### config.mk
export PLATFORM = sky130hd
export DESIGN_NAME = spsel_top
export DESIGN_NICKNAME = d
export VERILOG_FILES = /design/src/spsel_pkg.sv /design/src/spsel_sync.sv /design/src/spsel_top.sv
export SDC_FILE = /design/constraint.sdc
export NUM_CORES = 1
export LEC_CHECK = 0
export ABC_AREA = 1
export BUFFER_PORTS_ARGS = -buffer_cell sky130_fd_sc_hd__buf_2
export CAP_MARGIN = 20
export CORE_MARGIN = 1.5
export CORE_UTILIZATION = 53
export DETAILED_ROUTE_END_ITERATION = 6
export HOLD_SLACK_MARGIN = 0.15
export PLACE_DENSITY = 0.78
export SYNTH_ARGS = -nofsm -noshare
export SYNTH_HDL_FRONTEND = slang
export SYNTH_SLANG_ARGS = --single-unit
### constraint.sdc
create_clock -name clk_sys -period 1.3 [get_ports clk_sys]
set_input_delay 0.26 -clock clk_sys [delete_from_list [all_inputs] [get_ports clk_sys]]
set_output_delay 0.26 -clock clk_sys [all_outputs]
set_load 0.005 [all_outputs]
### src/spsel_pkg.sv
// Shared types and constants for the status pin and host port select block.
package spsel_pkg;

    // ------------------------------------------------------------------
    // Three-level pin decode
    // ------------------------------------------------------------------
    typedef enum logic [2:0] {
        LEVEL_LOW = 3'b001,
        LEVEL_MID = 3'b010,
        LEVEL_HIGH = 3'b100
    } spsel_level_e;

    // Comparator pair of one three-level pin: above a quarter and above three quarters of supply.
    typedef struct packed {
        logic aboveQuarter;
        logic aboveThreeQuarter;
    } spsel_tri_s;

    // One tristate or open-drain pin as seen from the logic; oeN low means the pin is driven.
    typedef struct packed {
        logic drive;
        logic oeN;
    } spsel_pin_s;

    // ------------------------------------------------------------------
    // Strap capture state machine
    // ------------------------------------------------------------------
    typedef enum logic [1:0] {
        STRAP_WAIT = 2'b01,
        STRAP_DONE = 2'b10
    } spsel_strap_e;

    // ------------------------------------------------------------------
    // Encodings, positions and reset values
    // ------------------------------------------------------------------
    localparam logic [3:0] I2C_ADDR_UPPER = 4'hD;
    localparam logic HOST_MODE_I2C = 1'b0;
    localparam logic HOST_MODE_SPI = 1'b1;
    localparam logic SEL_MODE_MANUAL = 1'b0;
    localparam logic SEL_MODE_AUTO = 1'b1;
    localparam logic INPUT_ONE = 1'b0;
    localparam logic INPUT_TWO = 1'b1;
    localparam logic PIN_RELEASED = 1'b1;
    localparam logic PIN_DRIVEN = 1'b0;
    localparam int SYNC_WIDTH = 10;
    localparam int SYNC_RATE_LOW_Q = 0;
    localparam int SYNC_RATE_LOW_TQ = 1;
    localparam int SYNC_RATE_HIGH_Q = 2;
    localparam int SYNC_RATE_HIGH_TQ = 3;
    localparam int SYNC_SEL_PIN = 4;
    localparam int SYNC_SCL = 5;
    localparam int SYNC_SDA = 6;
    localparam int SYNC_SDI = 7;
    localparam int SYNC_STRAP0 = 8;
    localparam int SYNC_MODE = 9;
    // Rate comparators start at the middle pattern, so that leaving reset never shows a false low level.
    localparam logic [SYNC_WIDTH-1:0] SYNC_RESET_VALUE = 10'h005;
    localparam logic [2:0] STRAP_SETTLE_CYCLES = 3'h6;

endpackage

### src/spsel_sync.sv
// Three-stage pin synchroniser with a two-stage agreement filter, one lane per bit.
`timescale 1ns/1ps

module spsel_sync #(
    parameter int WIDTH = 1,
    parameter logic [WIDTH-1:0] RESET_VALUE = '0
) (
    // Clock and reset
    input wire logic clk_sys,
    input wire logic arst_n,
    // Asynchronous pins
    input wire logic [WIDTH-1:0] pinIn,
    // Filtered levels in the clk_sys domain
    output logic [WIDTH-1:0] levelOut
);

    // ------------------------------------------------------------------
    // Per-bit synchroniser lanes
    // ------------------------------------------------------------------
    // The first stage feeds only the second; the filter looks at stages two and three.
    genvar bitIdx;
    generate
        for (bitIdx = 0; bitIdx < WIDTH; bitIdx++) begin : gLane
            logic stage1_reg;
            logic stage2_reg;
            logic stage3_reg;
            logic level_reg;
            wire logic agree = (stage2_reg == stage3_reg);
            always_ff @(posedge clk_sys or negedge arst_n) begin
                if (!arst_n) begin
                    stage1_reg <= RESET_VALUE[bitIdx];
                    stage2_reg <= RESET_VALUE[bitIdx];
                    stage3_reg <= RESET_VALUE[bitIdx];
                    level_reg <= RESET_VALUE[bitIdx];
                end else begin
                    stage1_reg <= pinIn[bitIdx];
                    stage2_reg <= stage1_reg;
                    stage3_reg <= stage2_reg;
                    if (agree) begin
                        level_reg <= stage3_reg;
                    end
                end
            end
            assign levelOut[bitIdx] = level_reg;
        end
    endgenerate

endmodule

### src/spsel_top.sv
// Status pins, shared clock select pin and host serial port pin assignment.
`timescale 1ns/1ps

// Behaviour
// - Each rate pin decodes to low, middle or high; undriven reads middle.
// - Lock output enabled drives the indicator: 0 locked, 1 unlocked at polarity 1.
// - Lock output disabled leaves the lock pin undriven.
// - Lock polarity setting inverts or passes the lock pin level.
// - Lock state always shows on a read-only status bit.
// - Manual mode with pin enabled: pin 0 picks input one, 1 input two.
// - Pin select disabled: manual choice comes from the select bit, pin ignored.
// - Auto mode with pin enabled drives active input: 0 one, 1 two.
// - In hold with both alarms, active indication keeps the last used input.
// - Active pin disabled leaves the shared pin undriven.
// - Active indication always shows on a read-only status bit.
// - Serial clock pin is the host port clock in both modes.
// - Mode 0 runs the shared data pin as bidirectional open-drain data.
// - Mode 1 uses the shared data pin only as data output.
// - Bus address is 1101 then the three strap levels, top strap first.
// - In SPI mode the two low straps are ignored.
// - Third strap is top address bit in I2C, slave select in SPI.
// - SPI data-in pin carries host data in SPI, ignored in I2C.

module spsel_top (
    // Clock and reset
    input wire logic clk_sys,
    input wire logic arst_n,
    // Reference rate select pins
    input wire spsel_pkg::spsel_tri_s refRateSelLowPin,
    input wire spsel_pkg::spsel_tri_s refRateSelHighPin,
    output spsel_pkg::spsel_level_e refRateLowLevel,
    output spsel_pkg::spsel_level_e refRateHighLevel,
    // Lock indicator
    input wire logic pllUnlocked,
    input wire logic lockOutPinEnable,
    input wire logic lockOutPolarity,
    output spsel_pkg::spsel_pin_s lockLossOutPin,
    output logic lockLossStatusBit,
    // Input clock selection
    input wire logic clkSelMode,
    input wire logic manualSelPinEnable,
    input wire logic manualSelBit,
    input wire logic activeOutPinEnable,
    input wire logic autoChoiceTwo,
    input wire logic inputClockOneAlarm,
    input wire logic inputClockTwoAlarm,
    input wire logic clkSelOrActivePinIn,
    output spsel_pkg::spsel_pin_s clkSelOrActivePin,
    output logic selectInputTwo,
    output logic activeInputStatusBit,
    // Host port pins
    input wire logic hostSclPin,
    input wire logic sharedSerialDataPinIn,
    input wire logic spiDataInPin,
    input wire logic addrStrapBit0,
    input wire logic addrStrapBit1,
    input wire logic addrStrap2OrSelectPin,
    input wire logic hostPortModePin,
    output spsel_pkg::spsel_pin_s sharedSerialDataPin,
    // Host port towards the protocol engine
    input wire logic hostTxBit,
    input wire logic hostTxEnable,
    output logic hostModeSpi,
    output logic hostStrapsValid,
    output logic [6:0] i2cAddress,
    output logic spiSelectN,
    output logic hostSclLevel,
    output logic hostSclRise,
    output logic hostSclFall,
    output logic hostDataIn
);

    // ------------------------------------------------------------------
    // Pin synchronisers
    // ------------------------------------------------------------------
    // Strap 1 and strap 2 ride in a separate two-bit synchroniser; strap 2 sits above strap 1.
    logic [spsel_pkg::SYNC_WIDTH-1:0] syncIn;
    logic [spsel_pkg::SYNC_WIDTH-1:0] syncLevel;
    logic strap1Level;
    logic strap2Level;

    assign syncIn = {hostPortModePin, addrStrapBit0, spiDataInPin, sharedSerialDataPinIn, hostSclPin,
                     clkSelOrActivePinIn, refRateSelHighPin.aboveThreeQuarter, refRateSelHighPin.aboveQuarter,
                     refRateSelLowPin.aboveThreeQuarter, refRateSelLowPin.aboveQuarter};

    spsel_sync #(
        .WIDTH(spsel_pkg::SYNC_WIDTH),
        .RESET_VALUE(spsel_pkg::SYNC_RESET_VALUE)
    ) uSyncMain (
        .clk_sys(clk_sys),
        .arst_n(arst_n),
        .pinIn(syncIn),
        .levelOut(syncLevel)
    );

    spsel_sync #(
        .WIDTH(2),
        .RESET_VALUE(2'h0)
    ) uSyncStraps (
        .clk_sys(clk_sys),
        .arst_n(arst_n),
        .pinIn({addrStrap2OrSelectPin, addrStrapBit1}),
        .levelOut({strap2Level, strap1Level})
    );

    wire logic selPinLevel = syncLevel[spsel_pkg::SYNC_SEL_PIN];
    wire logic sclLevel = syncLevel[spsel_pkg::SYNC_SCL];
    wire logic sdaLevel = syncLevel[spsel_pkg::SYNC_SDA];
    wire logic sdiLevel = syncLevel[spsel_pkg::SYNC_SDI];
    wire logic strap0Level = syncLevel[spsel_pkg::SYNC_STRAP0];
    wire logic modeLevel = syncLevel[spsel_pkg::SYNC_MODE];

    // ------------------------------------------------------------------
    // Three-level rate decode
    // ------------------------------------------------------------------
    // Pull-up and pull-down park a floating pin at half supply, so only a firm drive leaves middle.
    // A pin that trips the upper comparator without the lower one is treated as middle.
    function automatic spsel_pkg::spsel_level_e decodeLevel(input logic aboveQ, input logic aboveTq);
        spsel_pkg::spsel_level_e lvl;
        lvl = spsel_pkg::LEVEL_MID;
        if (!aboveQ && !aboveTq) begin
            lvl = spsel_pkg::LEVEL_LOW;
        end else if (aboveQ && aboveTq) begin
            lvl = spsel_pkg::LEVEL_HIGH;
        end
        return lvl;
    endfunction

    spsel_pkg::spsel_level_e rateLow_reg;
    spsel_pkg::spsel_level_e rateHigh_reg;
    wire spsel_pkg::spsel_level_e rateLow_next = decodeLevel(syncLevel[spsel_pkg::SYNC_RATE_LOW_Q],
                                                             syncLevel[spsel_pkg::SYNC_RATE_LOW_TQ]);
    wire spsel_pkg::spsel_level_e rateHigh_next = decodeLevel(syncLevel[spsel_pkg::SYNC_RATE_HIGH_Q],
                                                              syncLevel[spsel_pkg::SYNC_RATE_HIGH_TQ]);

    always_ff @(posedge clk_sys or negedge arst_n) begin
        if (!arst_n) begin
            rateLow_reg <= spsel_pkg::LEVEL_MID;
            rateHigh_reg <= spsel_pkg::LEVEL_MID;
        end else begin
            rateLow_reg <= rateLow_next;
            rateHigh_reg <= rateHigh_next;
        end
    end

    assign refRateLowLevel = rateLow_reg;
    assign refRateHighLevel = rateHigh_reg;

    // ------------------------------------------------------------------
    // Lock indicator
    // ------------------------------------------------------------------
    spsel_pkg::spsel_pin_s lockPin_reg;
    logic lockStatus_reg;
    // Polarity at 1 keeps the pin active high; at 0 the unlocked state shows as low.
    wire logic lockLevel_next = lockOutPolarity ? pllUnlocked : !pllUnlocked;
    wire logic lockOeN_next = lockOutPinEnable ? spsel_pkg::PIN_DRIVEN : spsel_pkg::PIN_RELEASED;

    always_ff @(posedge clk_sys or negedge arst_n) begin
        if (!arst_n) begin
            lockPin_reg <= '{drive: 1'b0, oeN: spsel_pkg::PIN_RELEASED};
            lockStatus_reg <= 1'b0;
        end else begin
            lockPin_reg <= '{drive: lockLevel_next, oeN: lockOeN_next};
            lockStatus_reg <= pllUnlocked;
        end
    end

    assign lockLossOutPin = lockPin_reg;
    assign lockLossStatusBit = lockStatus_reg;

    // ------------------------------------------------------------------
    // Input clock selection and active indication
    // ------------------------------------------------------------------
    wire logic modeAuto = (clkSelMode == spsel_pkg::SEL_MODE_AUTO);
    wire logic manualChoice = manualSelPinEnable ? selPinLevel : manualSelBit;
    wire logic bothAlarmed = inputClockOneAlarm && inputClockTwoAlarm;
    // In hold the automatic choice is meaningless, so the last used input is kept instead.
    wire logic holdIndication = modeAuto && bothAlarmed;
    wire logic select_next = modeAuto ? autoChoiceTwo : manualChoice;

    logic select_reg;
    logic active_reg;
    spsel_pkg::spsel_pin_s selPin_reg;
    wire logic selOeN_next = (modeAuto && activeOutPinEnable) ? spsel_pkg::PIN_DRIVEN
                                                             : spsel_pkg::PIN_RELEASED;

    always_ff @(posedge clk_sys or negedge arst_n) begin
        if (!arst_n) begin
            select_reg <= spsel_pkg::INPUT_ONE;
            active_reg <= spsel_pkg::INPUT_ONE;
        end else begin
            if (!holdIndication) begin
                select_reg <= select_next;
                active_reg <= select_next;
            end
        end
    end

    always_ff @(posedge clk_sys or negedge arst_n) begin
        if (!arst_n) begin
            selPin_reg <= '{drive: 1'b0, oeN: spsel_pkg::PIN_RELEASED};
        end else begin
            selPin_reg <= '{drive: active_reg, oeN: selOeN_next};
        end
    end

    assign clkSelOrActivePin = selPin_reg;
    assign selectInputTwo = select_reg;
    assign activeInputStatusBit = active_reg;

    // ------------------------------------------------------------------
    // Strap capture
    // ------------------------------------------------------------------
    // Straps and mode are caught once the synchronisers have settled after reset release.
    // The mode pin is trusted to be tied firmly; a floating one would pick a random port.
    spsel_pkg::spsel_strap_e strapState_reg;
    spsel_pkg::spsel_strap_e strapState_next;
    logic [2:0] settleCount_reg;
    logic modeSpi_reg;
    logic [2:0] strapAddr_reg;
    wire logic settleDone = (settleCount_reg == spsel_pkg::STRAP_SETTLE_CYCLES);

    always_comb begin
        strapState_next = strapState_reg;
        case (strapState_reg)
            spsel_pkg::STRAP_WAIT: begin
                if (settleDone) begin
                    strapState_next = spsel_pkg::STRAP_DONE;
                end
            end
            spsel_pkg::STRAP_DONE: begin
                strapState_next = spsel_pkg::STRAP_DONE;
            end
            default: begin
                strapState_next = spsel_pkg::STRAP_WAIT;
            end
        endcase
    end

    always_ff @(posedge clk_sys or negedge arst_n) begin
        if (!arst_n) begin
            strapState_reg <= spsel_pkg::STRAP_WAIT;
            settleCount_reg <= 3'h0;
        end else begin
            strapState_reg <= strapState_next;
            if (!settleDone) begin
                settleCount_reg <= settleCount_reg + 3'h1;
            end
        end
    end

    wire logic captureStraps = (strapState_reg == spsel_pkg::STRAP_WAIT) && settleDone;

    always_ff @(posedge clk_sys or negedge arst_n) begin
        if (!arst_n) begin
            modeSpi_reg <= spsel_pkg::HOST_MODE_I2C;
            strapAddr_reg <= 3'h0;
        end else if (captureStraps) begin
            modeSpi_reg <= modeLevel;
            strapAddr_reg <= {strap2Level, strap1Level, strap0Level};
        end
    end

    wire logic strapsValid = (strapState_reg == spsel_pkg::STRAP_DONE);
    // The low straps only reach the address, which means nothing while the port runs SPI.
    wire logic [6:0] address_next = modeSpi_reg ? {spsel_pkg::I2C_ADDR_UPPER, 3'h0}
                                                : {spsel_pkg::I2C_ADDR_UPPER, strapAddr_reg};

    // ------------------------------------------------------------------
    // Host serial port pins
    // ------------------------------------------------------------------
    wire logic modeSpi = strapsValid && modeSpi_reg;
    wire logic modeI2c = strapsValid && !modeSpi_reg;
    wire logic spiSel_next = modeSpi ? strap2Level : 1'b1;
    wire logic dataIn_next = modeSpi ? sdiLevel : sdaLevel;
    // I2C pulls low only and lets the line float high; SPI pushes both levels while selected.
    wire logic sdaOeN_next = (modeI2c && hostTxEnable && !hostTxBit) ||
                             (modeSpi && hostTxEnable && !strap2Level) ? spsel_pkg::PIN_DRIVEN
                                                                       : spsel_pkg::PIN_RELEASED;
    wire logic sdaDrive_next = modeSpi ? hostTxBit : 1'b0;

    logic sclLevel_reg;
    logic sclRise_reg;
    logic sclFall_reg;
    logic dataIn_reg;
    logic spiSel_reg;
    logic [6:0] address_reg;
    logic strapsValid_reg;
    logic modeOut_reg;
    spsel_pkg::spsel_pin_s sdaPin_reg;

    always_ff @(posedge clk_sys or negedge arst_n) begin
        if (!arst_n) begin
            sclLevel_reg <= 1'b0;
            sclRise_reg <= 1'b0;
            sclFall_reg <= 1'b0;
            dataIn_reg <= 1'b0;
            spiSel_reg <= 1'b1;
        end else begin
            sclLevel_reg <= sclLevel;
            sclRise_reg <= sclLevel && !sclLevel_reg;
            sclFall_reg <= !sclLevel && sclLevel_reg;
            dataIn_reg <= dataIn_next;
            spiSel_reg <= spiSel_next;
        end
    end

    always_ff @(posedge clk_sys or negedge arst_n) begin
        if (!arst_n) begin
            address_reg <= 7'h00;
            strapsValid_reg <= 1'b0;
            modeOut_reg <= spsel_pkg::HOST_MODE_I2C;
            sdaPin_reg <= '{drive: 1'b0, oeN: spsel_pkg::PIN_RELEASED};
        end else begin
            address_reg <= address_next;
            strapsValid_reg <= strapsValid;
            modeOut_reg <= modeSpi;
            sdaPin_reg <= '{drive: sdaDrive_next, oeN: sdaOeN_next};
        end
    end

    assign hostSclLevel = sclLevel_reg;
    assign hostSclRise = sclRise_reg;
    assign hostSclFall = sclFall_reg;
    assign hostDataIn = dataIn_reg;
    assign spiSelectN = spiSel_reg;
    assign i2cAddress = address_reg;
    assign hostStrapsValid = strapsValid_reg;
    assign hostModeSpi = modeOut_reg;
    assign sharedSerialDataPin = sdaPin_reg;

    // ------------------------------------------------------------------
    // Assertions
    // ------------------------------------------------------------------
    lock_pin_off_a: assert property (@(posedge clk_sys) disable iff (!arst_n)
        !lockOutPinEnable |=> lockLossOutPin.oeN == spsel_pkg::PIN_RELEASED)
        else $error("Lock pin driven while disabled.");

    lock_unlocked_a: assert property (@(posedge clk_sys) disable iff (!arst_n)
        lockOutPinEnable && lockOutPolarity && pllUnlocked |=> !lockLossOutPin.oeN && lockLossOutPin.drive)
        else $error("Lock pin does not show unlocked.");

    lock_polarity_a: assert property (@(posedge clk_sys) disable iff (!arst_n)
        !lockOutPolarity |=> lockLossOutPin.drive == !$past(pllUnlocked))
        else $error("Lock pin polarity not inverted.");

    lock_status_a: assert property (@(posedge clk_sys) disable iff (!arst_n)
        $changed(pllUnlocked) |=> lockLossStatusBit == $past(pllUnlocked)
        ##1 lockLossStatusBit == $past(pllUnlocked))
        else $error("Lock status bit does not follow lock state.");

    manual_pin_a: assert property (@(posedge clk_sys) disable iff (!arst_n)
        !clkSelMode && manualSelPinEnable |=> selectInputTwo == $past(selPinLevel))
        else $error("Manual pin choice not applied.");

    manual_bit_a: assert property (@(posedge clk_sys) disable iff (!arst_n)
        !clkSelMode && !manualSelPinEnable |=> selectInputTwo == $past(manualSelBit))
        else $error("Manual select bit not applied.");

    hold_keeps_a: assert property (@(posedge clk_sys) disable iff (!arst_n)
        clkSelMode && inputClockOneAlarm && inputClockTwoAlarm |=> $stable(activeInputStatusBit))
        else $error("Active indication moved during hold.");

    active_drive_a: assert property (@(posedge clk_sys) disable iff (!arst_n)
        clkSelMode && activeOutPinEnable |=> !clkSelOrActivePin.oeN
        && clkSelOrActivePin.drive == $past(activeInputStatusBit))
        else $error("Active pin not driven with the active input.");

    select_dir_a: assert property (@(posedge clk_sys) disable iff (!arst_n)
        !clkSelMode || !activeOutPinEnable |=> clkSelOrActivePin.oeN == spsel_pkg::PIN_RELEASED)
        else $error("Shared select pin driven while input or disabled.");

    i2c_address_a: assert property (@(posedge clk_sys) disable iff (!arst_n)
        hostStrapsValid && !hostModeSpi |-> i2cAddress == {spsel_pkg::I2C_ADDR_UPPER, strapAddr_reg})
        else $error("Bus address not formed from the straps.");

    spi_data_in_a: assert property (@(posedge clk_sys) disable iff (!arst_n)
        modeSpi |=> hostDataIn == $past(sdiLevel))
        else $error("SPI data not taken from the data-in pin.");

    scl_edge_a: assert property (@(posedge clk_sys) disable iff (!arst_n)
        sclLevel && !sclLevel_reg |=> hostSclRise ##1 !hostSclRise)
        else $error("Serial clock rise not reported once.");

endmodule

* Word level (Yosys, flattened, before mapping)
Index checks and enable logic that the tools add are counted.
** Word-level totals
- Register bits after elaboration :: 84
- Input port bits :: 26
- Output and inout bits :: 29
- Word-level logic and storage cells :: 130
** Cells by class
- Add/sub/neg operators :: 1
- Eq/ne operators :: 16
- Multiplexer cells :: 16
- Reductions and logical operators :: 27
** Operators with widths (count)
- $logic_and 1x1->1 :: 16
- $mux 3 :: 5
- $eq 1x1->1 :: 12
- $logic_not 1->1 :: 10
- $mux 1 :: 9
- $pmux 2 s2 :: 1
- $add 3x1->3 const B :: 1
- $eq 3x3->1 const B :: 1
- $eq 2x1->1 const B :: 1
- $eq 2x2->1 const B :: 1
- $mux 2 :: 1
- $ne 2x2->1 const B :: 1
- $logic_or 1x1->1 :: 1

* Logic depth before layout (Yosys ltp)
Gate-level depths: netlist of run 1.
- Depth after elaboration :: 6
- Depth in mapped cells :: 6
- Gate-level depth less buffers :: 6

* Hierarchy
A second synthesis of run 1 with hierarchy kept.
** Unflattened totals
- Cells, all modules :: 222
- Area total of the unflattened synthesis :: 2801.4 µm²
** Modules (own cells, without submodules)
- spsel_top :: instances 1, cells an instance 114, area an instance 1305.0 µm², seq. area each 859.6 µm²
- spsel_sync at uSyncMain :: instances 1, cells an instance 90, area an instance 1248.7 µm², seq. area each 1011.0 µm²
- spsel_sync at uSyncStraps :: instances 1, cells an instance 18, area an instance 247.7 µm², seq. area each 200.2 µm²

* Least setup slack after synthesis of run 1
Ideal clock, no wire load.
- Kind :: register -> register
- Start :: register strapState_reg[0]
- End :: register sdaPin_reg (netlist bit sharedSerialDataPin[0])
- Library setup time :: 0.059 ns
- Arrival time :: 1.064 ns
- Data required time :: 1.241 ns
- Path slack :: 0.178 ns
- Stages on the path, launching flop included :: 7
- Path buffers :: 0
- Period minus slack after synthesis :: 1.122 ns
- Cell sequence :: dfstp_2 > inv_1 > ha_1 > nand2_2 > or2_4 > nand2_2 > nand2_2
** Between the ends
- Word-level cells in the longest chain between the ends :: 6
- Elaborated cells between the ends (all ways) :: 9
- Those cells by class :: eq/ne (1); mux (1); reduce/logical (7)
** RTL lines
- from (decl) :: RTL line spsel_top.sv:216 : spsel_pkg::spsel_strap_e strapState_reg;
- from (signal assigned) :: RTL line spsel_top.sv:242 : strapState_reg <= spsel_pkg::STRAP_WAIT;
- from (signal assigned) :: RTL line spsel_top.sv:245 : strapState_reg <= strapState_next;
- $eq 2x2->1 * :: RTL line spsel_top.sv:264 : wire logic strapsValid = (strapState_reg == spsel_pkg::STRAP_DONE);
- net strapsValid :: RTL line spsel_top.sv:264
- $logic_and 1x1->1, on equally long branches :: RTL line spsel_top.sv:273, spsel_top.sv:272
- $logic_and 1x1->1, on equally long branches (2 in series) :: RTL line spsel_top.sv:277, spsel_top.sv:278
- $logic_or 1x1->1 * :: RTL line spsel_top.sv:277 : wire logic sdaOeN_next = (modeI2c && hostTxEnable && !hostTxBit) ||
- $mux 1 * :: RTL line spsel_top.sv:278 : (modeSpi && hostTxEnable && !strap2Level) ? spsel_pkg::PIN_DRIVEN
- net sdaOeN_next :: RTL line spsel_top.sv:277
- to (signal assigned) :: RTL line spsel_top.sv:313 : sdaPin_reg <= '{drive: 1'b0, oeN: spsel_pkg::PIN_RELEASED};
- to (signal assigned) :: RTL line spsel_top.sv:318 : sdaPin_reg <= '{drive: sdaDrive_next, oeN: sdaOeN_next};
- to (decl) :: RTL line spsel_top.sv:290 : spsel_pkg::spsel_pin_s sdaPin_reg;
The timed path passes the listed nets; every way through them passes the cells marked *.
A chain may end at the register's enable or synchronous reset.

* Worst setup path in the final report of run 1
- Start :: input port activeOutPinEnable
- End :: register selPin_reg (netlist bit clkSelOrActivePin[0])
** Between the ends
- Word-level cells in the longest chain between the ends :: 2
** RTL lines
- from (decl) :: RTL line spsel_top.sv:43 : input wire logic activeOutPinEnable,
- $logic_and 1x1->1 :: RTL line spsel_top.sv:184 : wire logic selOeN_next = (modeAuto && activeOutPinEnable) ? spsel_pkg::PIN_DRIVEN
- $mux 1 :: RTL line spsel_top.sv:184
- net selOeN_next :: RTL line spsel_top.sv:184
- to (signal assigned) :: RTL line spsel_top.sv:201 : selPin_reg <= '{drive: 1'b0, oeN: spsel_pkg::PIN_RELEASED};
- to (signal assigned) :: RTL line spsel_top.sv:203 : selPin_reg <= '{drive: active_reg, oeN: selOeN_next};
- to (decl) :: RTL line spsel_top.sv:183 : spsel_pkg::spsel_pin_s selPin_reg;
The timed path passes the listed nets, and every way through them passes these cells.

==> results of run 1 <==
## metrics by stage
step | hold WS, ns | instances | util, % | worst slack (ns)
6_report | 0.176 | 327 | 71.4 | 0.0704
5_1_grt | 0.157 | 327 | 71.4 | 0.000926
4_1_cts | 0.156 | 327 | 71.4 | 0.0442
3_5_place_dp | 0.256 | 292 | 63.1 | 0.102
3_3_place_gp | 0.258 | 292 | 63.1 | 0.158
2_1_floorplan | -0.0356 | 174 | - | 0.178
## worst min-delay path: stages
cell and delay [ns]:
sky130_fd_sc_hd__buf_2 0.10, sky130_fd_sc_hd__inv_1 0.06, sky130_fd_sc_hd__nor2_1 0.05
## layout make-up
cell class / count / area (sq um) / share of cell area, %
flip-flops and latches: 82 / 2070 / 61.0
repair buffers: 74 / 498 / 14.7
multi-input cells: 68 / 460 / 13.6
clock buffers: 14 / 173 / 5.08
well taps: 67 / 83.8 / 2.47
inverters: 20 / 75.1 / 2.21
clock inverters: 2 / 35.0 / 1.03
## layout by cell type (no fill, tap or decap)
cell type / synthesis / final
sky130_fd_sc_hd__nor2_4: 1 / 1
sky130_fd_sc_hd__nor2_1: 7 / 7
sky130_fd_sc_hd__o21ai_0: 6 / 5
sky130_fd_sc_hd__conb_1: 2 / 2
sky130_fd_sc_hd__buf_4: 4 / 1
sky130_fd_sc_hd__dlygate4sd3_1: 0 / 19
sky130_fd_sc_hd__buf_2: 0 / 52
sky130_fd_sc_hd__o21ai_1: 0 / 1
sky130_fd_sc_hd__xnor2_1: 2 / 2
sky130_fd_sc_hd__nand3_1: 2 / 2
sky130_fd_sc_hd__xor2_1: 1 / 1
sky130_fd_sc_hd__a21oi_1: 1 / 1
sky130_fd_sc_hd__dfstp_2: 15 / 15
sky130_fd_sc_hd__clkbuf_8: 0 / 12
sky130_fd_sc_hd__ha_1: 9 / 9
sky130_fd_sc_hd__dfrtp_1: 67 / 67
sky130_fd_sc_hd__inv_1: 20 / 20
sky130_fd_sc_hd__clkinv_2: 0 / 1
sky130_fd_sc_hd__clkbuf_1: 0 / 2
sky130_fd_sc_hd__buf_12: 0 / 2
sky130_fd_sc_hd__maj3_1: 12 / 12
sky130_fd_sc_hd__or2_4: 1 / 1
sky130_fd_sc_hd__nand2_1: 19 / 19
sky130_fd_sc_hd__nand4_1: 1 / 1
sky130_fd_sc_hd__bufinv_16: 0 / 1
sky130_fd_sc_hd__nand2_2: 4 / 4
## repair_timing
action / CTS / global route
resized for setup: 0 / 1
hold buffers: 19 / 0
endpoints found under the setup margin: 0 / 1
endpoints found under the hold margin: 99 / 0
## worst paths after layout
path                                                           startpoint                                         to
min in group asynchronous                                          arst_n                    modeSpi_reg$_DFFE_PN0P_
worst min-delay path                                            hostTxBit           sharedSerialDataPin[1]$_DFF_PN0_
worst max register to register              strapState_reg[0]$_DFFE_PN1P_           sharedSerialDataPin[0]$_DFF_PN1_
worst min register to register  uSyncStraps.gLane[0].stage1_reg$_DFF_PN0_  uSyncStraps.gLane[0].stage2_reg$_DFF_PN0_
worst max-delay path                                   activeOutPinEnable             clkSelOrActivePin[0]$_DFF_PN1_
max in group asynchronous                                          arst_n               refRateLowLevel[1]$_DFF_PN1_
## where the power goes
group          switching, W  internal [W]  leakage, nW
Sequential        0.0000826       0.00276        0.943
Combinational      0.000168      0.000190        0.607
Clock              0.000804       0.00104        0.107
## cell families (layout without fill, tap and decap cells)
group	after synthesis	in the layout
xor+xnor	3	3
other cells	2	2
buf+inv	24	110
flops	82	82
fa+ha+maj	21	21
simple gates	35	35
compound gates	7	7
## routing by layer
metal / vias to the layer above / part of all wire (%) / track usage [%]
li1: 693 / - / -
met1: 693 / 43 / 19.8
met2: 53 / 51 / 27.6
met3: 4 / 5.0 / 6.17
met4: 0 / 1.3 / 10.5
met5: - / 0 / 0
==> run_summary.xml, run 1 <==
<?xml version="1.0" encoding="UTF-8"?>
<metrics>
  <group name="clock_tree">
    <metric name="tritoncts_num_sinks" unit="">82</metric>
    <metric name="clk_root_buffer_cell" unit="">sky130_fd_sc_hd__clkbuf_8</metric>
    <metric name="cts_tree" unit="">done</metric>
    <metric name="cts.repair_timing.setup_buffer_count" unit="">0</metric>
    <metric name="tritoncts.num_buffers" unit="">9</metric>
    <metric name="max-clock-path-buffers" unit="">2</metric>
    <metric name="worstSkewPairLatency" unit="ns">0.33</metric>
    <metric name="clkTransAtPathRegs" unit="ns">0.07</metric>
    <metric name="cts_htree_levels" unit="">3</metric>
  </group>
  <group name="cells_and_area">
    <metric name="finish.net_count" unit="">290</metric>
    <metric name="fill_cells" unit="">325</metric>
    <metric name="stdcell_area" unit="sq um">3400</metric>
    <metric name="diodes" unit="">0</metric>
    <metric name="drive_above_1_share" unit="%">34.6</metric>
    <metric name="area.growth.synth_to_final" unit="%">28.8</metric>
  </group>
  <group name="synthesis">
    <metric name="synth_largest_area_cell" unit="">sky130_fd_sc_hd__dfrtp_1</metric>
    <metric name="synthSimpleGateAreaFrac" unit="%">6.03</metric>
    <metric name="synthArstFlopShare" unit="%">100</metric>
    <metric name="post_synth_xor_area_fraction" unit="%">0.997</metric>
    <metric name="synthMostInstantiatedCell" unit="">sky130_fd_sc_hd__dfrtp_1</metric>
    <metric name="synth_fa_ha_area_share" unit="%">8.83</metric>
    <metric name="main_combinational_cell_family_by_area_after_synthesis" unit="">adder cells</metric>
    <metric name="syn-num-nets" unit="">209</metric>
    <metric name="synth_area" unit="sq um">2640</metric>
    <metric name="syn_area_per_cell" unit="sq um">15.2</metric>
    <metric name="synth_compound_area_share" unit="%">1.33</metric>
    <metric name="netlist_top_cells_count" unit="">sky130_fd_sc_hd__dfrtp_1, sky130_fd_sc_hd__inv_1, sky130_fd_sc_hd__nand2_1, sky130_fd_sc_hd__dfstp_2, sky130_fd_sc_hd__maj3_1</metric>
    <metric name="ys_seq_elements" unit="">82</metric>
    <metric name="synth_ff_type" unit="">sky130_fd_sc_hd__dfrtp_1</metric>
    <metric name="yosysWarningCount" unit="">0</metric>
    <metric name="synth.lib_cells_used.distinct" unit="">18</metric>
    <metric name="ys_seq_area_share" unit="%">78.5</metric>
    <metric name="yosys-mux-area-fraction" unit="%">0</metric>
    <metric name="yosys-top-cells-area" unit="">sky130_fd_sc_hd__dfrtp_1, sky130_fd_sc_hd__dfstp_2, sky130_fd_sc_hd__maj3_1</metric>
    <metric name="netlist.area_leader.share" unit="%">63.6</metric>
    <metric name="synthCells" unit="">174</metric>
    <metric name="synth_enable_flop_cells" unit="">0</metric>
  </group>
  <group name="floorplan">
    <metric name="fp-row-count" unit="">25</metric>
    <metric name="design.die.area" unit="sq um">5410</metric>
    <metric name="initial_utilization" unit="%">55.4</metric>
    <metric name="floorplan.die.height" unit="um">73.5</metric>
    <metric name="placeable_area" unit="sq um">4750</metric>
    <metric name="top_level_ports" unit="">55</metric>
    <metric name="fp.dieW" unit="um">73.5</metric>
  </group>
  <group name="sta">
    <metric name="timing.clock.skew" unit="ns">0.00753</metric>
    <metric name="rsz0062_at_grt" unit="">no</metric>
    <metric name="timing_hold_violations_final" unit="">0</metric>
    <metric name="period_needed" unit="ns">1.23</metric>
    <metric name="finalSetupViolations" unit="">0</metric>
    <metric name="min_period_over_period" unit="%">94.6</metric>
    <metric name="drv_slew" unit="">0</metric>
    <metric name="setup_tns" unit="ns">0</metric>
    <metric name="max_clock_freq" unit="MHz">813</metric>
  </group>
  <group name="routing">
    <metric name="vias" unit="">1443</metric>
    <metric name="drt_pass1_iterations" unit="">4</metric>
    <metric name="detail_route.drc_violations" unit="">0</metric>
    <metric name="first_iter_violations" unit="">81</metric>
    <metric name="post_drt_antenna_nets" unit="">0</metric>
    <metric name="vias_per_cell" unit="">4.41</metric>
    <metric name="wl_per_cell" unit="um">12.1</metric>
    <metric name="drt-total-wl" unit="um">3950</metric>
  </group>
  <group name="place">
    <metric name="dpl_cell_area" unit="sq um">3000</metric>
    <metric name="dpl.hpwl" unit="um">2580</metric>
    <metric name="finalWeightedCongestion" unit="">0.694</metric>
    <metric name="count_of_input_and_output_buffers" unit="">53</metric>
  </group>
  <group name="global_routing">
    <metric name="tot_gr_track_use" unit="%">17.2</metric>
    <metric name="grt_start_max_net_pins" unit="">43</metric>
    <metric name="grt_pass1_vias" unit="">1493</metric>
    <metric name="grt_first_pass_wirelength" unit="um">6510</metric>
    <metric name="grt_remaining_overflow" unit="">0</metric>
    <metric name="antenna_found_initial" unit="">0</metric>
  </group>
  <group name="power">
    <metric name="powerDensity" unit="nW/um^2">1490</metric>
    <metric name="ir_drop_worst_vdd" unit="mV">1.21</metric>
    <metric name="total_power" unit="W">0.00505</metric>
    <metric name="p_leak" unit="nW">1.66</metric>
  </group>
  <group name="setup_path">
    <metric name="worst-endpoint-required" unit="ns">1.58</metric>
    <metric name="number_of_buffer_and_inverter_instances_along_the_worst_setup_path" unit="">3</metric>
    <metric name="r2r_slack" unit="ns">0.10</metric>
    <metric name="slowest_stage" unit="">sky130_fd_sc_hd__dlygate4sd3_1</metric>
    <metric name="family_with_the_most_delay_on_the_worst_path" unit="">buffers and inverters</metric>
    <metric name="crit_path_cell_trace" unit="">dlygate4sd3_1 &gt; buf_2 &gt; nand2_1 &gt; dlygate4sd3_1</metric>
    <metric name="worstSetupPathDepth" unit="">4</metric>
    <metric name="r2r_cells" unit="">6</metric>
    <metric name="cpMostUsedCell" unit="">sky130_fd_sc_hd__dlygate4sd3_1</metric>
    <metric name="setup.worst_path.class" unit="">input pin to flip-flop</metric>
    <metric name="critPathMaxFanout" unit="">1</metric>
    <metric name="worstPathArrival" unit="ns">1.51</metric>
    <metric name="worstSetupStartpointType" unit="">input pin</metric>
    <metric name="critPathCaptureType" unit="">flip-flop</metric>
    <metric name="timing.critical_path.slowest_cell_delay" unit="ns">0.54</metric>
  </group>
  <group name="hold_path">
    <metric name="min_delay_path_depth" unit="">3</metric>
    <metric name="hold_class" unit="">input pin to flip-flop</metric>
  </group>
  <group name="job">
    <metric name="drv_cap" unit="">0</metric>
  </group>
  <group name="outcome">
    <metric name="status" unit="">complete, no violations</metric>
  </group>
</metrics>
Note: power is estimated with default switching activity, not from simulation.
==> run 2: changes to the inputs <==
--- a/config.mk
+++ b/config.mk
@@ -5,7 +5,7 @@
 export SDC_FILE = /design/constraint.sdc
 export NUM_CORES = 1
 export LEC_CHECK = 0
-export ABC_AREA = 1
+export ABC_AREA = 0
 export BUFFER_PORTS_ARGS = -buffer_cell sky130_fd_sc_hd__buf_2
 export CAP_MARGIN = 20
 export CORE_MARGIN = 1.5
==> run 2 against run 1 <==
  * The flow now finishes with violations (setup timing)
  * Combinational power about the same
  * Sequential cell count unchanged
  * Die area down 0.86%
  * Utilization up 2.1 points
  * Sequential share of layout area down 1.3 points
  * Worst setup slack worse by 0.089 ns
  * Cell count down 5.2%
  * Register-to-register slack worse by 0.12 ns
  * Synthesized area down 0.90%
  * Count of clock-buffer cells in the layout down 4
  * Fmax down 6.8%
  * Final area up 2.2%
  * Critical path type is now flip-flop to flip-flop
  * Largest cell class unchanged
  * Largest power group unchanged
==> run_summary.xml, run 2 <==
<?xml version="1.0" encoding="UTF-8"?>
<metrics>
  <group name="outcome">
    <metric name="status" unit="">finished, violations left</metric>
    <metric name="failed_checks" unit="">setup timing</metric>
  </group>
  <group name="floorplan">
    <metric name="initial_utilization" unit="%">55.3</metric>
    <metric name="placeable_area" unit="sq um">4720</metric>
    <metric name="fp-row-count" unit="">25</metric>
    <metric name="design.die.area" unit="sq um">5360</metric>
    <metric name="top_level_ports" unit="">55</metric>
    <metric name="floorplan.die.height" unit="um">73.2</metric>
    <metric name="fp.dieW" unit="um">73.2</metric>
  </group>
  <group name="synthesis">
    <metric name="netlist.area_leader.share" unit="%">64.2</metric>
    <metric name="syn_area_per_cell" unit="sq um">17.3</metric>
    <metric name="synth_ff_type" unit="">sky130_fd_sc_hd__dfrtp_1</metric>
    <metric name="synth_largest_area_cell" unit="">sky130_fd_sc_hd__dfrtp_1</metric>
    <metric name="synthArstFlopShare" unit="%">100</metric>
    <metric name="ys_seq_area_share" unit="%">79.3</metric>
    <metric name="synth.lib_cells_used.distinct" unit="">23</metric>
    <metric name="netlist_top_cells_count" unit="">sky130_fd_sc_hd__dfrtp_1, sky130_fd_sc_hd__dfstp_2, sky130_fd_sc_hd__maj3_1, sky130_fd_sc_hd__ha_1, sky130_fd_sc_hd__inv_1</metric>
    <metric name="ys_seq_elements" unit="">82</metric>
    <metric name="yosys-top-cells-area" unit="">sky130_fd_sc_hd__dfrtp_1, sky130_fd_sc_hd__dfstp_2, sky130_fd_sc_hd__maj3_1</metric>
    <metric name="synth_enable_flop_cells" unit="">0</metric>
    <metric name="synthCells" unit="">151</metric>
    <metric name="syn-num-nets" unit="">186</metric>
    <metric name="synth_area" unit="sq um">2610</metric>
    <metric name="synthMostInstantiatedCell" unit="">sky130_fd_sc_hd__dfrtp_1</metric>
    <metric name="yosysWarningCount" unit="">0</metric>
  </group>
  <group name="cells_and_area">
    <metric name="layout.cells.non_filler" unit="">310</metric>
    <metric name="commonest_cells_after_routing_fill_and_taps_aside" unit="">sky130_fd_sc_hd__dfrtp_1, sky130_fd_sc_hd__buf_2, sky130_fd_sc_hd__dlygate4sd3_1, sky130_fd_sc_hd__dfstp_2, sky130_fd_sc_hd__maj3_1</metric>
    <metric name="drive_above_1_share" unit="%">42.4</metric>
    <metric name="area.growth.synth_to_final" unit="%">32.9</metric>
    <metric name="diodes" unit="">0</metric>
    <metric name="finish.utilization" unit="%">73.5</metric>
    <metric name="layout_commonest_cell" unit="">sky130_fd_sc_hd__dfrtp_1</metric>
    <metric name="finish.net_count" unit="">273</metric>
  </group>
  <group name="sta">
    <metric name="max_clock_freq" unit="MHz">758</metric>
    <metric name="period_needed" unit="ns">1.32</metric>
    <metric name="timing_hold_violations_final" unit="">0</metric>
    <metric name="rsz0062_at_grt" unit="">yes</metric>
    <metric name="finalSetupViolations" unit="">1</metric>
    <metric name="setup_tns" unit="ns">-0.0188</metric>
    <metric name="timing.clock.skew" unit="ns">0.00445</metric>
    <metric name="drv_slew" unit="">0</metric>
    <metric name="setup_slack" unit="ns">-0.0188</metric>
    <metric name="min_period_over_period" unit="%">101</metric>
  </group>
  <group name="routing">
    <metric name="wl_per_cell" unit="um">12.3</metric>
    <metric name="post_drt_antenna_nets" unit="">0</metric>
    <metric name="drt-total-wl" unit="um">3800</metric>
    <metric name="vias_per_cell" unit="">4.45</metric>
    <metric name="drt_pass1_iterations" unit="">4</metric>
    <metric name="vias" unit="">1381</metric>
    <metric name="detail_route.drc_violations" unit="">0</metric>
    <metric name="first_iter_violations" unit="">67</metric>
  </group>
  <group name="global_routing">
    <metric name="grt_use_met3" unit="%">3.87</metric>
    <metric name="tot_gr_track_use" unit="%">16.5</metric>
    <metric name="grt_remaining_overflow" unit="">0</metric>
    <metric name="grt_first_pass_wirelength" unit="um">6380</metric>
    <metric name="gr-usage-met2" unit="%">27.0</metric>
    <metric name="grt-busiest-layer" unit="">met2</metric>
    <metric name="grt_pass1_vias" unit="">1437</metric>
    <metric name="grtUsageMet1" unit="%">19.9</metric>
    <metric name="grt_start_max_net_pins" unit="">26</metric>
    <metric name="antenna_found_initial" unit="">0</metric>
  </group>
  <group name="clock_tree">
    <metric name="tritoncts.num_buffers" unit="">9</metric>
    <metric name="clk_root_buffer_cell" unit="">sky130_fd_sc_hd__clkbuf_8</metric>
    <metric name="clkTransAtPathRegs" unit="ns">0.08</metric>
    <metric name="cts_htree_levels" unit="">3</metric>
    <metric name="cts_tree" unit="">done</metric>
    <metric name="max-clock-path-buffers" unit="">2</metric>
    <metric name="worstSkewPairLatency" unit="ns">0.34</metric>
    <metric name="tritoncts_num_sinks" unit="">82</metric>
  </group>
  <group name="setup_path">
    <metric name="family_with_the_most_delay_on_the_worst_path" unit="">flip-flops</metric>
    <metric name="slowest_stage" unit="">sky130_fd_sc_hd__dfstp_2</metric>
    <metric name="worst-endpoint-required" unit="ns">1.52</metric>
    <metric name="critPathCaptureType" unit="">flip-flop</metric>
    <metric name="worstSetupStartpointType" unit="">flip-flop</metric>
    <metric name="number_of_buffer_and_inverter_instances_along_the_worst_setup_path" unit="">1</metric>
    <metric name="crit_path_cell_trace" unit="">inv_2 &gt; ha_4 &gt; and2_4 &gt; mux2_4</metric>
    <metric name="worstPathArrival" unit="ns">1.54</metric>
    <metric name="critPathMaxFanout" unit="">3</metric>
    <metric name="setup.worst_path.class" unit="">flip-flop to flip-flop</metric>
    <metric name="timing.critical_path.slowest_cell_delay" unit="ns">0.56</metric>
  </group>
  <group name="power">
    <metric name="ir_drop_worst_vdd" unit="mV">0.909</metric>
    <metric name="total_power" unit="W">0.00514</metric>
    <metric name="p_leak" unit="nW">1.63</metric>
    <metric name="powerDensity" unit="nW/um^2">1480</metric>
  </group>
  <group name="job">
    <metric name="drv_cap" unit="">0</metric>
  </group>
  <group name="place">
    <metric name="count_of_input_and_output_buffers" unit="">53</metric>
    <metric name="finalWeightedCongestion" unit="">0.727</metric>
    <metric name="dpl.hpwl" unit="um">2460</metric>
    <metric name="dp_worst_setup_slack" unit="ns">-0.0178</metric>
    <metric name="dp_cells" unit="">274</metric>
  </group>
  <group name="hold_path">
    <metric name="hold_class" unit="">input pin to flip-flop</metric>
  </group>
</metrics>
==> run 2: cell count changes in the layout (fill, tap and decap cells not counted), moves of 3 or more <==
cell / before / now
sky130_fd_sc_hd__ha_1: 9 / 5
sky130_fd_sc_hd__mux2_1: 0 / 4
sky130_fd_sc_hd__nand2_1: 19 / 3
sky130_fd_sc_hd__inv_1: 20 / 7
sky130_fd_sc_hd__o21ai_0: 5 / 0
sky130_fd_sc_hd__nand2_2: 4 / 1
sky130_fd_sc_hd__nor2_1: 7 / 4
sky130_fd_sc_hd__buf_4: 1 / 7
sky130_fd_sc_hd__nor2b_1: 0 / 6
sky130_fd_sc_hd__clkinv_2: 1 / 4
==> run 2: worst paths after layout <==
path | from | end | slack [ns] | cells after the start
setup reg to reg | strapState_reg[0]$_DFFE_PN1P_ | hostDataIn$_DFF_PN0_ | -0.02 | 4
hold reg to reg | uSyncMain.gLane[4].stage1_reg$_DFF_PN0_ | uSyncMain.gLane[4].stage2_reg$_DFF_PN0_ | 0.35 | 0
max in group asynchronous | arst_n | refRateLowLevel[1]$_DFF_PN1_ | 0.41 | 3
setup / recovery | strapState_reg[0]$_DFFE_PN1P_ | hostDataIn$_DFF_PN0_ | -0.02 | 4
hold / removal | hostTxBit | sharedSerialDataPin[1]$_DFF_PN0_ | 0.19 | 2
min in group asynchronous | arst_n | hostSclRise$_DFF_PN0_ | 0.36 | 2
==> run 2: stage by stage <==
step,area [sq um],hold WS (ns)
floorplan,2630,-0.0356
global placement,3030,0.172
detailed placement,3030,0.178
CTS,3470,0.172
global route,3470,0.173
finish,3470,0.189
==> run 2: layout make-up <==
cell class | count | area, sq um
multi-input cells | 57 | 526
inverters | 8 | 30.0
fillers | 289 | 1250
repair buffers | 80 | 543
flip-flops and latches | 82 | 2070
clock buffers | 10 | 138
well taps | 67 | 83.8
clock inverters | 6 | 80.1
==> run 2: worst register-to-register path, delay by kind of cell, from the launching register on <==
| family | cells | cell delay [ns] |
|---|---|---|
| buffers and inverters | 1 | 0.07 |
| adder cells (fa/ha/maj) | 1 | 0.16 |
| AND/OR/NAND/NOR | 1 | 0.14 |
| flip-flops | 1 | 0.56 |
| multiplexers | 1 | 0.29 |
==> run 2: cell families after synthesis <==
logic type	share of synthesized area [%]
AND/OR/NAND/NOR	3.98
AO/OA/AOI/OAI	1.68
XOR/XNOR	0.671
adder cells (fa/ha/maj)	8.91
buffers and inverters	2.30
other	0.287
multiplexers	2.92
flip-flops	79.3
==> run 2: routing by layer <==
layer,vias up,share of wire (%),wire [um]
li1,663,-,-
met1,669,46,1760
met2,41,48,1830
met3,8,3.8,146
met4,0,1.6,60
met5,-,0,0
==> run 2: report_power, final <==
group          leakage (nW)  internal (W)  switching (W)
clock                 0.116       0.00112       0.000829
sequential            0.942       0.00276      0.0000786
combinational         0.577      0.000207       0.000153
==> run 2: repair_timing <==
item                                   in CTS  in global routing
hold buffers                               20                  0
setup buffers                               0                  1
setup endpoints to repair                   6                  9
endpoints found under the hold margin      89                  0
pin swaps                                   1                  0
gates resized for setup                     3                  3
==> run 3: changes to the inputs <==
--- a/config.mk
+++ b/config.mk
@@ -13,6 +13,7 @@
 export DETAILED_ROUTE_END_ITERATION = 6
 export HOLD_SLACK_MARGIN = 0.15
 export PLACE_DENSITY = 0.78
+export SKIP_CTS_REPAIR_TIMING = 1
 export SYNTH_ARGS = -nofsm -noshare
 export SYNTH_HDL_FRONTEND = slang
 export SYNTH_SLANG_ARGS = --single-unit
==> run 3 against run 2 <==
  * The run still ends with setup timing left
  * Register-to-register slack hardly changed
  * Non-clock buffer count did not move
  * Clock skew about the same
  * Routed wire length fell by 1.6%
  * Clock power is essentially flat
  * Count of clock-buffer cells in the layout stayed put
  * Critical path depth stayed put
  * Die area is the same
==> run_summary.xml, run 3 (synthesis results as in run 2) <==
<?xml version="1.0" encoding="UTF-8"?>
<metrics>
  <group name="outcome">
    <metric name="status" unit="">finished, violations left</metric>
    <metric name="failed_checks" unit="">setup timing</metric>
  </group>
  <group name="routing">
    <metric name="wl_per_cell" unit="um">12.1</metric>
    <metric name="vias_per_cell" unit="">4.47</metric>
    <metric name="drt_pass1_iterations" unit="">4</metric>
    <metric name="vias" unit="">1387</metric>
    <metric name="first_iter_violations" unit="">50</metric>
    <metric name="drt-total-wl" unit="um">3740</metric>
    <metric name="post_drt_antenna_nets" unit="">0</metric>
    <metric name="detail_route.drc_violations" unit="">0</metric>
  </group>
  <group name="setup_path">
    <metric name="worstPathArrival" unit="ns">1.54</metric>
    <metric name="reg2reg_to" unit="">hostDataIn$_DFF_PN0_</metric>
    <metric name="r2r_cells" unit="">4</metric>
    <metric name="critPathMaxFanout" unit="">3</metric>
    <metric name="worst-endpoint-required" unit="ns">1.52</metric>
    <metric name="critPathCaptureType" unit="">flip-flop</metric>
    <metric name="setup.worst_path.class" unit="">flip-flop to flip-flop</metric>
    <metric name="critical_path.reg2reg.startpoint" unit="">strapState_reg[0]$_DFFE_PN1P_</metric>
    <metric name="worstSetupStartpointType" unit="">flip-flop</metric>
    <metric name="r2r_slack" unit="ns">-0.02</metric>
  </group>
  <group name="clock_tree">
    <metric name="tritoncts_num_sinks" unit="">82</metric>
    <metric name="cts_tree" unit="">done</metric>
    <metric name="cts_htree_levels" unit="">3</metric>
    <metric name="clk_root_buffer_cell" unit="">sky130_fd_sc_hd__clkbuf_8</metric>
    <metric name="clkTransAtPathRegs" unit="ns">0.08</metric>
    <metric name="max-clock-path-buffers" unit="">2</metric>
    <metric name="worstSkewPairLatency" unit="ns">0.33</metric>
    <metric name="tritoncts.num_buffers" unit="">9</metric>
  </group>
  <group name="hold_path">
    <metric name="holdPathEnd" unit="">sharedSerialDataPin[1]$_DFF_PN0_</metric>
    <metric name="min_delay_path_depth" unit="">2</metric>
    <metric name="worstHoldStart" unit="">hostTxBit</metric>
    <metric name="hold_class" unit="">input pin to flip-flop</metric>
  </group>
  <group name="floorplan">
    <metric name="floorplan.die.height" unit="um">73.2</metric>
    <metric name="top_level_ports" unit="">55</metric>
    <metric name="initial_utilization" unit="%">55.3</metric>
    <metric name="design.die.area" unit="sq um">5360</metric>
    <metric name="fp.dieW" unit="um">73.2</metric>
    <metric name="placeable_area" unit="sq um">4720</metric>
    <metric name="fp-row-count" unit="">25</metric>
  </group>
  <group name="sta">
    <metric name="min_period_over_period" unit="%">101</metric>
    <metric name="setup_tns" unit="ns">-0.0191</metric>
    <metric name="finalSetupViolations" unit="">2</metric>
    <metric name="timing.clock.skew" unit="ns">0.00470</metric>
    <metric name="period_needed" unit="ns">1.32</metric>
    <metric name="timing_hold_violations_final" unit="">0</metric>
    <metric name="max_clock_freq" unit="MHz">759</metric>
    <metric name="setup_slack" unit="ns">-0.0171</metric>
    <metric name="rsz0062_at_grt" unit="">yes</metric>
    <metric name="drv_slew" unit="">0</metric>
  </group>
  <group name="place">
    <metric name="finalWeightedCongestion" unit="">0.727</metric>
    <metric name="count_of_input_and_output_buffers" unit="">53</metric>
    <metric name="dp_cells" unit="">274</metric>
    <metric name="dpl.hpwl" unit="um">2460</metric>
    <metric name="dpl_cell_area" unit="sq um">3030</metric>
  </group>
  <group name="global_routing">
    <metric name="grt_pass1_vias" unit="">1369</metric>
    <metric name="grt_remaining_overflow" unit="">0</metric>
    <metric name="antenna_found_initial" unit="">0</metric>
    <metric name="grt_start_max_net_pins" unit="">26</metric>
    <metric name="grt_first_pass_wirelength" unit="um">5830</metric>
    <metric name="tot_gr_track_use" unit="%">15.2</metric>
  </group>
  <group name="cells_and_area">
    <metric name="stdcell_area" unit="sq um">3460</metric>
    <metric name="diodes" unit="">0</metric>
    <metric name="area.growth.synth_to_final" unit="%">32.5</metric>
    <metric name="layout.cells.non_filler" unit="">310</metric>
    <metric name="drive_above_1_share" unit="%">41.2</metric>
    <metric name="finish.net_count" unit="">273</metric>
    <metric name="layout_commonest_cell" unit="">sky130_fd_sc_hd__dfrtp_1</metric>
    <metric name="commonest_cells_after_routing_fill_and_taps_aside" unit="">sky130_fd_sc_hd__dfrtp_1, sky130_fd_sc_hd__buf_2, sky130_fd_sc_hd__dlygate4sd3_1, sky130_fd_sc_hd__dfstp_2, sky130_fd_sc_hd__maj3_1</metric>
  </group>
  <group name="power">
    <metric name="ir_drop_worst_vdd" unit="mV">0.909</metric>
    <metric name="p_leak" unit="nW">1.63</metric>
    <metric name="powerDensity" unit="nW/um^2">1490</metric>
  </group>
  <group name="job">
    <metric name="drv_cap" unit="">0</metric>
  </group>
</metrics>
-- run 3: changes by cell type in the layout (fill, tap and decap cells not counted), sizes merged --
| cell | before | now |
|---|---|---|
| dlygate4sd3 | 19 | 20 |
| buf | 61 | 60 |
-- run 3: worst max-delay path by stage --
stage,startpoint,to,cells after the start
CTS,strapState_reg[0]$_DFFE_PN1P_,hostDataIn$_DFF_PN0_,4
detailed placement,strapState_reg[0]$_DFFE_PN1P_,hostDataIn$_DFF_PN0_,4
finish,strapState_reg[0]$_DFFE_PN1P_,hostDataIn$_DFF_PN0_,4
floorplan,strapState_reg[0]$_DFFE_PN1P_,hostDataIn$_DFF_PN0_,4
global route,strapState_reg[0]$_DFFE_PN1P_,strapAddr_reg[2]$_DFFE_PN0P_,3
global placement,strapState_reg[0]$_DFFE_PN1P_,hostDataIn$_DFF_PN0_,4
-- run 3: final cells by class --
| class | instances | area, sq um |
|---|---|---|
| clock buffer | 10 | 138 |
| clock inverter | 6 | 80.1 |
| fill | 294 | 1260 |
| inverter | 8 | 30.0 |
| multi-input combinational | 57 | 513 |
| sequential | 82 | 2070 |
| tap | 67 | 83.8 |
| timing repair buffer | 80 | 546 |
-- run 3: worst max-delay path, cell delays in order (launching register included) --
cell and delay, ns:
sky130_fd_sc_hd__dfstp_2 0.56, sky130_fd_sc_hd__inv_2 0.05, sky130_fd_sc_hd__ha_4 0.15, sky130_fd_sc_hd__and2_4 0.16
sky130_fd_sc_hd__mux2_4 0.29
-- run 3: power by group --
group / internal [W] / total [W] / switching [W]
clock network: 0.00112 / 0.00194 / 0.000825
registers: 0.00276 / 0.00283 / 0.0000780
logic: 0.000209 / 0.000362 / 0.000153
total: 0.00409 / 0.00514 / 0.00106
-- run 3: routing by layer --
layer  share of wire (%)  vias to the layer above  global-route usage, %  wire length (um)
li1                    -                      662                      -                 -
met1                  45                      676                   18.5              1680
met2                  49                       41                   23.2              1850
met3                 4.0                        8                   4.28               148
met4                 1.6                        0                   10.7                60
met5                   0                        -                      0                 0
-- run 3: stage by stage --
step           hold WS, ns  worst slack (ns)  total power [W]  utilization [%]
2_1_floorplan      -0.0356           0.00151          0.00298                -
3_3_place_gp         0.172           0.00246          0.00318             64.1
3_5_place_dp         0.178           -0.0178          0.00320             64.1
4_1_cts             -0.198           -0.0265          0.00516             68.7
5_1_grt              0.173           -0.0536          0.00537             73.3
6_report             0.189           -0.0171          0.00514             73.3
